**config.mk**
```make
export PLATFORM = sky130hd
export DESIGN_NAME = twp_write_ctrl
export DESIGN_NICKNAME = d
export VERILOG_FILES = /design/src/verilog/twp_pkg.sv /design/src/verilog/twp_write_ctrl.sv
export VERILOG_INCLUDE_DIRS = /design/src /design/src/verilog
export SDC_FILE = /design/constraint.sdc
export NUM_CORES = 1
export LEC_CHECK = 0
export BUFFER_PORTS_ARGS = -buffer_cell sky130_fd_sc_hd__buf_2
export CORE_MARGIN = 8
export CORE_UTILIZATION = 40
export CTS_CLUSTER_SIZE = 20
export DETAILED_ROUTE_END_ITERATION = 8
export GPL_TIMING_DRIVEN = 0
export PLACE_DENSITY_LB_ADDON = 0.1
export SETUP_SLACK_MARGIN = 0.3
export SYNTH_ARGS = -nofsm -noshare
export SYNTH_HDL_FRONTEND = slang
export SYNTH_SLANG_ARGS = --single-unit
```
**constraint.sdc**
```tcl
create_clock -name CORE_CLK_I -period 12.2 [get_ports CORE_CLK_I]
set_clock_uncertainty 0.1 [all_clocks]
set_input_delay 1.22 -clock CORE_CLK_I [delete_from_list [all_inputs] [get_ports CORE_CLK_I]]
set_output_delay 1.22 -clock CORE_CLK_I [all_outputs]
set_load 0.005 [all_outputs]
```
**src/verilog/twp_defines.svh**
```systemverilog
// Constants for the transponder write validation and programming block
// How it works
// - Stop command is exactly two bits; extra bits keep modulation running.
// - With protection on, 32 bits after the prefix compare with block 7, first bit first.
// - Password mismatch skips programming; read resumes at block 1 after writing.
// - With protection off, a stream carrying 32 extra password bits still programs.
// - 32 field clocks pass before programming; voltage checked meanwhile, lock checked before.
// - Programming voltage watched throughout; too low aborts at once into read mode.
// - Programming operation is held active for 16 ms.
// - After good programming, read mode starts with the block just programmed.
// - Block or sequence terminator enabled puts a block terminator before that block.
// - Reprogrammed block 0 is sent with old mode, then the new mode applies.
// - A gap interval that is neither a zero nor a one flags an error.
// - Prefix other than 10 or 11 flags an error.
// - Bit count must be 38 (protection off), 70, 34 wake-up (protection on) or 2 stop, else error.
// - Any write error skips programming; read starts at block 1 on leaving write.
// - Set lock bit or low voltage stops programming; read resumes at addressed block.
// - Zero is nominally 24 field clocks between gaps, one is 56.
// - No gap for 64 field clocks ends write mode; program only on correct count.
`ifndef TWP_DEFINES_SVH
`define TWP_DEFINES_SVH
`define TWP_REG_CTRL 3'h0
`define TWP_REG_KEY 3'h1
`define TWP_REG_LOCK 3'h2
`define TWP_REG_MODE 3'h3
`define TWP_REG_STATUS 3'h4
`define TWP_REG_DATA 3'h5
`define TWP_CTRL_PROT 0
`define TWP_CTRL_BTERM 1
`define TWP_CTRL_STERM 2
`define TWP_OP_WRITE 2'h2
`define TWP_OP_STOP 2'h3
`define TWP_ZERO_MIN 7'h10
`define TWP_ZERO_MAX 7'h20
`define TWP_ONE_MIN 7'h30
`define TWP_ONE_MAX 7'h3f
`define TWP_TIMEOUT 7'h40
`define TWP_START_DLY 20'h00020
`define TWP_CNT_STOP 7'h02
`define TWP_CNT_WAKE 7'h22
`define TWP_CNT_PLAIN 7'h26
`define TWP_CNT_KEYED 7'h46
`define TWP_KEY_BLOCK 3'h7
`define TWP_ERR_BLOCK 3'h1
`define TWP_MODE_BLOCK 3'h0
`define TWP_CORE_HZ 50000000
`define TWP_PROG_MS 16
`endif

```
**src/verilog/twp_pkg.sv**
```systemverilog
// Types shared by the transponder write validation block
`default_nettype none
package twp_pkg;
  typedef enum logic [4:0] {
    TWP_IDLE = 5'h01,
    TWP_WRITE = 5'h02,
    TWP_DELAY = 5'h04,
    TWP_PROG = 5'h08,
    TWP_SILENT = 5'h10
  } twp_state_t;
  typedef struct packed {
    logic en;
    logic lock;
    logic [2:0] blk;
    logic [31:0] data;
  } twp_prog_t;
  typedef struct packed {
    logic start;
    logic [2:0] blk;
    logic lead_term;
  } twp_read_t;
endpackage
`default_nettype wire

```
**src/verilog/twp_write_ctrl.sv**
```systemverilog
// Write decoding, validation and programming sequencer
//
// The strobed register port and the register offsets were decided locally.
`include "twp_defines.svh"
`default_nettype none
module twp_write_ctrl import twp_pkg::*; #(
  parameter logic [19:0] PROG_CYCLES = 20'(`TWP_PROG_MS * (`TWP_CORE_HZ / 1000))
) (
  input wire logic CORE_CLK_I,
  input wire logic RST_I,
  input wire logic FIELD_CLK_I,
  input wire logic GAP_I,
  input wire logic VPP_OK_I,
  input wire logic BLOCK_SENT_I,
  input wire logic [2:0] ADDR_I,
  input wire logic [31:0] WDATA_I,
  input wire logic WR_I,
  input wire logic RD_I,
  output logic [31:0] RDATA_O,
  output twp_prog_t PROG_O,
  output twp_read_t READ_O,
  output logic SILENCE_O,
  output logic WRITE_MODE_O,
  output logic [31:0] ACTIVE_MODE_O
);

  logic fc1_q, fc2_q, fc3_q;
  logic gp1_q, gp2_q, gp3_q;
  logic vp1_q, vp2_q;
  twp_state_t st_q, st_d;
  logic [6:0] iv_q;
  logic [6:0] cnt_q;
  logic [1:0] op_q;
  logic [35:0] sh_q;
  logic mis_q, gerr_q;
  logic [19:0] tmr_q;
  logic [2:0] ctrl_q;
  logic [31:0] key_q;
  logic [7:0] lock_q;
  logic [31:0] mode_q, mode_new_q;
  logic pend_q;
  logic [31:0] last_q;

  function automatic logic key_bit(input logic [31:0] key, input logic [6:0] cnt);
    logic [6:0] idx;
    idx = 7'd33 - cnt;
    return key[idx[4:0]];
  endfunction

  function automatic logic in_win(input logic [6:0] v, input logic [6:0] lo,
                                  input logic [6:0] hi);
    return (v >= lo) && (v <= hi);
  endfunction

  // Pins from the RF front end are asynchronous to the core clock
  always_ff @(posedge CORE_CLK_I or posedge RST_I) begin
    if (RST_I) begin
      {fc1_q, fc2_q, fc3_q} <= 3'h0;
      {gp1_q, gp2_q, gp3_q} <= 3'h0;
      {vp1_q, vp2_q} <= 2'h0;
    end else begin
      {fc1_q, fc2_q, fc3_q} <= {FIELD_CLK_I, fc1_q, fc2_q};
      {gp1_q, gp2_q, gp3_q} <= {GAP_I, gp1_q, gp2_q};
      {vp1_q, vp2_q} <= {VPP_OK_I, vp1_q};
    end
  end

  wire fc_rise = fc2_q & ~fc3_q;
  wire gap_rise = gp2_q & ~gp3_q;
  wire vpp_ok = vp2_q;

  wire in_idle = st_q == TWP_IDLE;
  wire in_wr = st_q == TWP_WRITE;
  wire in_dly = st_q == TWP_DELAY;
  wire in_prg = st_q == TWP_PROG;

  wire is_zero = in_win(iv_q, `TWP_ZERO_MIN, `TWP_ZERO_MAX);
  wire is_one = in_win(iv_q, `TWP_ONE_MIN, `TWP_ONE_MAX);
  wire bit_ok = is_zero | is_one;
  wire bit_take = in_wr & gap_rise & bit_ok;
  wire start_gap = in_idle & gap_rise;
  wire end_wr = in_wr & (iv_q == `TWP_TIMEOUT);

  // Key bits sit right after the two prefix bits
  wire prot_en = ctrl_q[`TWP_CTRL_PROT];
  wire key_slot = (cnt_q >= 7'd2) && (cnt_q < 7'd34);
  wire key_bad = prot_en & key_slot & (is_one != key_bit(key_q, cnt_q));

  wire op_stop = op_q == `TWP_OP_STOP;
  wire op_write = op_q == `TWP_OP_WRITE;
  wire op_err = ~(op_stop | op_write);
  wire n_plain = cnt_q == `TWP_CNT_PLAIN;
  wire n_keyed = cnt_q == `TWP_CNT_KEYED;
  wire n_wake = cnt_q == `TWP_CNT_WAKE;
  wire n_stop = cnt_q == `TWP_CNT_STOP;
  // Plain mode also takes the 70-bit form so a reader may always send a password
  wire n_write = prot_en ? n_keyed : (n_plain | n_keyed);
  wire cnt_ok = op_stop ? n_stop : (n_write | (prot_en & n_wake));
  wire werr = gerr_q | op_err | mis_q | ~cnt_ok;
  wire is_stop = op_stop & n_stop;
  wire is_write = op_write & n_write;

  wire lock_in = sh_q[35];
  wire [31:0] data_in = sh_q[34:3];
  wire [2:0] addr_in = sh_q[2:0];
  wire lock_hit = lock_q[addr_in];

  wire dly_done = in_dly & (tmr_q == `TWP_START_DLY);
  wire prg_done = in_prg & (tmr_q == PROG_CYCLES - 20'h1);
  wire prg_ok = prg_done & vpp_ok;

  always_comb begin
    st_d = st_q;
    case (st_q)
      TWP_IDLE: begin
        if (gap_rise) begin
          st_d = TWP_WRITE;
        end
      end
      TWP_WRITE: begin
        if (end_wr) begin
          if (werr) begin
            st_d = TWP_IDLE;
          end else if (is_stop) begin
            st_d = TWP_SILENT;
          end else if (is_write & ~lock_hit & vpp_ok) begin
            st_d = TWP_DELAY;
          end else begin
            st_d = TWP_IDLE;
          end
        end
      end
      TWP_DELAY: begin
        if (!vpp_ok) begin
          st_d = TWP_IDLE;
        end else if (dly_done) begin
          st_d = TWP_PROG;
        end
      end
      TWP_PROG: begin
        if (!vpp_ok || prg_done) begin
          st_d = TWP_IDLE;
        end
      end
      TWP_SILENT: begin
        st_d = TWP_SILENT;
      end
      default: begin
        st_d = TWP_IDLE;
      end
    endcase
  end

  // Every return to read mode announces the block that reading starts at
  wire back_idle = ~in_idle & (st_d == TWP_IDLE);
  wire to_blk1 = in_wr & (werr | ~is_write);
  wire [2:0] rd_blk = to_blk1 ? `TWP_ERR_BLOCK : addr_in;
  wire lead_term = prg_ok & (ctrl_q[`TWP_CTRL_BTERM] | ctrl_q[`TWP_CTRL_STERM]);

  always_ff @(posedge CORE_CLK_I or posedge RST_I) begin
    if (RST_I) begin
      st_q <= TWP_IDLE;
    end else begin
      st_q <= st_d;
    end
  end

  wire [6:0] iv_inc = (iv_q == 7'h7f) ? iv_q : iv_q + 7'h1;

  // The field clock stops during a gap, so the interval counter only moves between gaps
  always_ff @(posedge CORE_CLK_I or posedge RST_I) begin
    if (RST_I) begin
      iv_q <= 7'h0;
    end else if (gap_rise) begin
      iv_q <= 7'h0;
    end else if (fc_rise) begin
      iv_q <= iv_inc;
    end
  end

  always_ff @(posedge CORE_CLK_I or posedge RST_I) begin
    if (RST_I) begin
      cnt_q <= 7'h0;
      op_q <= 2'h0;
      sh_q <= 36'h0;
    end else if (start_gap) begin
      cnt_q <= 7'h0;
      op_q <= 2'h0;
    end else if (bit_take) begin
      cnt_q <= (cnt_q == 7'h7f) ? cnt_q : cnt_q + 7'h1;
      if (cnt_q < 7'd2) begin
        op_q <= {op_q[0], is_one};
      end else begin
        sh_q <= {sh_q[34:0], is_one};
      end
    end
  end

  always_ff @(posedge CORE_CLK_I or posedge RST_I) begin
    if (RST_I) begin
      mis_q <= 1'b0;
      gerr_q <= 1'b0;
    end else if (start_gap) begin
      mis_q <= 1'b0;
      gerr_q <= 1'b0;
    end else if (in_wr & gap_rise) begin
      mis_q <= mis_q | (bit_ok & key_bad);
      gerr_q <= gerr_q | ~bit_ok;
    end
  end

  always_ff @(posedge CORE_CLK_I or posedge RST_I) begin
    if (RST_I) begin
      tmr_q <= 20'h0;
    end else if (st_d != st_q) begin
      tmr_q <= 20'h0;
    end else if (in_prg | (in_dly & fc_rise)) begin
      tmr_q <= tmr_q + 20'h1;
    end
  end

  wire wr_ctrl = WR_I & (ADDR_I == `TWP_REG_CTRL);
  wire wr_key = WR_I & (ADDR_I == `TWP_REG_KEY);
  wire wr_lock = WR_I & (ADDR_I == `TWP_REG_LOCK);
  wire wr_mode = WR_I & (ADDR_I == `TWP_REG_MODE);
  wire prg_key = prg_ok & (addr_in == `TWP_KEY_BLOCK);
  wire prg_mode = prg_ok & (addr_in == `TWP_MODE_BLOCK);

  // Software loads the stored blocks at power-up; programming updates them after
  always_ff @(posedge CORE_CLK_I or posedge RST_I) begin
    if (RST_I) begin
      ctrl_q <= 3'h0;
      key_q <= 32'h0;
      lock_q <= 8'h0;
      last_q <= 32'h0;
    end else begin
      if (wr_ctrl) ctrl_q <= WDATA_I[2:0];
      if (prg_key) key_q <= data_in;
      else if (wr_key) key_q <= WDATA_I;
      if (prg_ok) lock_q[addr_in] <= lock_q[addr_in] | lock_in;
      else if (wr_lock) lock_q <= WDATA_I[7:0];
      if (prg_ok) last_q <= data_in;
    end
  end

  // New mode waits until the reprogrammed block went out in the old one
  always_ff @(posedge CORE_CLK_I or posedge RST_I) begin
    if (RST_I) begin
      mode_q <= 32'h0;
      mode_new_q <= 32'h0;
      pend_q <= 1'b0;
    end else if (prg_mode) begin
      mode_new_q <= data_in;
      pend_q <= 1'b1;
    end else if (pend_q & BLOCK_SENT_I) begin
      mode_q <= mode_new_q;
      pend_q <= 1'b0;
    end else if (wr_mode) begin
      mode_q <= WDATA_I;
    end
  end

  wire [31:0] status = {15'h0, pend_q, cnt_q, gerr_q, mis_q, op_q, st_q};
  wire [31:0] rd_mux = (ADDR_I == `TWP_REG_CTRL) ? {29'h0, ctrl_q} :
                       (ADDR_I == `TWP_REG_KEY) ? key_q :
                       (ADDR_I == `TWP_REG_LOCK) ? {24'h0, lock_q} :
                       (ADDR_I == `TWP_REG_MODE) ? mode_q :
                       (ADDR_I == `TWP_REG_STATUS) ? status :
                       (ADDR_I == `TWP_REG_DATA) ? last_q : 32'h0;

  always_ff @(posedge CORE_CLK_I or posedge RST_I) begin
    if (RST_I) begin
      RDATA_O <= 32'h0;
      PROG_O <= '0;
      READ_O <= '0;
      SILENCE_O <= 1'b0;
      WRITE_MODE_O <= 1'b0;
      ACTIVE_MODE_O <= 32'h0;
    end else begin
      RDATA_O <= RD_I ? rd_mux : 32'h0;
      PROG_O <= '{en: st_d == TWP_PROG, lock: lock_in, blk: addr_in, data: data_in};
      READ_O <= '{start: back_idle, blk: rd_blk, lead_term: lead_term};
      SILENCE_O <= st_d == TWP_SILENT;
      WRITE_MODE_O <= st_d == TWP_WRITE;
      ACTIVE_MODE_O <= mode_q;
    end
  end
endmodule
`default_nettype wire

```
==> metrics.txt <==
Synth Register Bits=335; Crit Reg-Reg Endpoint=st_q[0]$_DFF_PP1_; Worst slew margin=23.76%; pwr dens=162.3 nW/um^2; Worst Path Required=12.55 ns; setup bufs post-CTS=0; most frequent cells in the layout=dfrtp_1 (334), nand2_1 (207), nor2_1 (162), buf_2 (157), mux2i_1 (90); TritonRoute pass-1 iters=7; Crit Path Category=reg -> reg; cells after synthesis=1,354; Port-buffer cells=149; fraction of registers with async set/reset=100.0%; Initial Util=40.59%; core area=35,480 um^2; post-synthesis compound-gate area fraction=9.235%; # Max-Cap Violations=0; final worst-path cycle share=30.13%; hold path start=fc1_q$_DFF_PP0_; routed len/inst=20.30 um; Max Clk Rate=272.0 MHz; Tot GR Track Use=19.77%; CTS sink cnt=335; die area=42,330 um^2; commonest non-fill, non-tap cell in the layout=dfrtp_1; CP endpoint kind=register; hold_ws=0.2472 ns; Worst-Margin Slew=1.135 ns; die width=205.7 um; Hold Vio Cnt, Final=0; post-synthesis xor/xnor area fraction=2.007%; most numerous cell on the critical path=clkbuf_1; clock root buffer=clkbuf_16; mux share of post-synthesis cell area=10.79%; Synth Warn #=0; Syn-to-layout area delta=19.13%; Worst EP arrival=4.02 ns; Post-Syn Area=14,400 um^2; Vias per Instance=5.229; largest net degree at the start of global routing=115; Clock power frac=43.8%; Post-Syn Nets=1,406; worst min path class=reg -> reg; cts bufs inserted=38; first-pass GRT wire length=65,090 um; CTS tree=done; via count=10.65k; Final min period=3.676 ns; Comb power frac=10.6%; hpwl dp=29,100 um; largest family of logic cells by synthesized area=simple AND/OR/NAND/NOR gates; layout cells sized above 1=19.25%; DRC=0; reg2reg path depth=10; sw power=705.3 uW; vias in the first global route=10.85k; slowest stage delay, CP=0.60 ns; peak supply drop=0.0001034 V; Max H-tree Level=2; final worst slack=8.524 ns; Max FO, Critical Path=10; hold depth=0; Setup-failing EPs final=0; Syn Area/Cell=10.64 um^2; CTS clk-pin slew, worst paths=0.06 ns; ys flop type=dfrtp_1; CP max stage cell=nor4bb_1; sw frac=25.33%; gpl congestion=0.8281; startpoint types=register; R2R Setup Slk=8.52 ns; hold endpoint=fc2_q$_DFF_PP0_; total leakage power=8.371 nW; # rows=69; launch point of the worst reg-to-reg path=cnt_q[0]$_DFFE_PP0P_; Cell variety after synth=66; fin. max-slew vios=0; delay-heaviest family, CP=simple AND/OR/NAND/NOR gates; Skew-Pair Late Insertion Delay=0.53 ns; IO Pins=151; nets@finish=1,597; Max clock buf depth=3; die height=205.7 um; WP buf/inv=3; status=finished clean; post-synthesis sequential area ratio=58.22%; post-cts hold buffer count=0; Post-synth EDFFs=0; setup slack after placement=8.284 ns; Flop pwr share=45.6%; CP Cell Sequence=clkbuf_1, clkbuf_1, inv_1, ha_1, nor4bb_1, mux2i_1, o32a_1, o21ai_1, or3b_1, or2_1; Initial DRC Count=775; Final ANT Viol Nets=0; post-synthesis simple-gate area fraction=15.56%; Synth Area in Adders=0.7819%; Pint=2.080 mW; final WL=41,350 um; post_cts resized=0; RSZ-0062 raised after global routing=no; initial antenna violation count=2; remaining global-route overflow=0
[kinds of logic after synthesis]
kind of cell,Yosys count
AOI/OAI and AO/OA,217
xor gates and xnor gates,33
adders and majority gates,9
buffers and inverters,113
DFF,335
muxes,147
and+or+nand+nor,500
[layout make-up]
class	instances	area, um^2
Antenna cell	2	5.005
Buffer	81	370.4
Clock buffer	51	1131
Clock inverter	18	234.0
Fill cell	3333	18330
Inverter	32	127.6
Multi-Input combinational cell	906	5527
Sequential cell	335	8384
Tap cell	461	576.8
Timing Repair Buffer	151	800.8
[worst max path at each step]
stage,from,end,cells past startpoint
after floorplan,RST_I,ACTIVE_MODE_O[0]$_DFF_PP0_,1
after global placement,RST_I,ACTIVE_MODE_O[14]$_DFF_PP0_,2
after detailed placement,ADDR_I[1],RDATA_O[16]$_DFF_PP0_,8
after CTS,cnt_q[0]$_DFFE_PP0P_,st_q[0]$_DFF_PP1_,10
after global routing,cnt_q[0]$_DFFE_PP0P_,tmr_q[13]$_DFFE_PP0P_,12
final,cnt_q[0]$_DFFE_PP0P_,st_q[0]$_DFF_PP1_,10
[stage by stage]
stage	total power, mW	TNS [ns]	utilization (%)	area, um^2	std cells
floorplan	1.453	0	-	14400	1354
global placement	1.583	-820.58	44.31	15720	1964
detailed placement	1.589	0	44.49	15790	1966
CTS	2.824	0	48.34	17150	2035
global route	2.908	0	48.34	17150	2036
finish	2.785	0	48.35	17160	2037
[power groups by stage]
stage               clock network [mW]  logic (mW)  registers, mW
finish                            1.22       0.294           1.27
global route                      1.29       0.332           1.28
floorplan                            0       0.186           1.27
detailed placement                   0       0.298           1.29
global placement                     0       0.293           1.29
CTS                               1.25       0.300           1.27
[synth_stat cells, types with 10 or more instances]
library cell | n | area (um^2)
a31oi_1 | 11 | 68.82
a22oi_1 | 26 | 195.2
mux2_2 | 56 | 630.6
nand2_1 | 207 | 777.0
nand4_1 | 12 | 75.07
inv_1 | 32 | 120.1
o22ai_1 | 20 | 125.1
nor2_1 | 162 | 608.1
mux2i_1 | 90 | 900.9
dfrtp_1 | 334 | 8358
and3_1 | 10 | 62.56
o21ai_0 | 42 | 210.2
a21oi_1 | 77 | 385.4
xor2_1 | 24 | 210.2
nor2b_1 | 32 | 200.2
clkbuf_1 | 56 | 210.2
nor3_1 | 15 | 75.07
nand3_1 | 19 | 95.09
[routing by layer]
metal / global-route usage, % / up-vias / routed length, um
met4: 5.131 / 0 / 971
met3: 3.889 / 72 / 2487
li1: - / 5027 / -
met2: 31.59 / 276 / 19070
met5: 0 / - / 0
met1: 27.24 / 5276 / 18820
[state kept, by name, summed over array words and instances (netlist names), 8 cells and up]
register and flops:
sh_q 36, RDATA_O 32, ACTIVE_MODE_O 32, mode_new_q 32
PROG_O 37, tmr_q 20, last_q 32, mode_q 32
lock_q 8, key_q 32
Note: power is estimated with default switching activity, not from simulation.
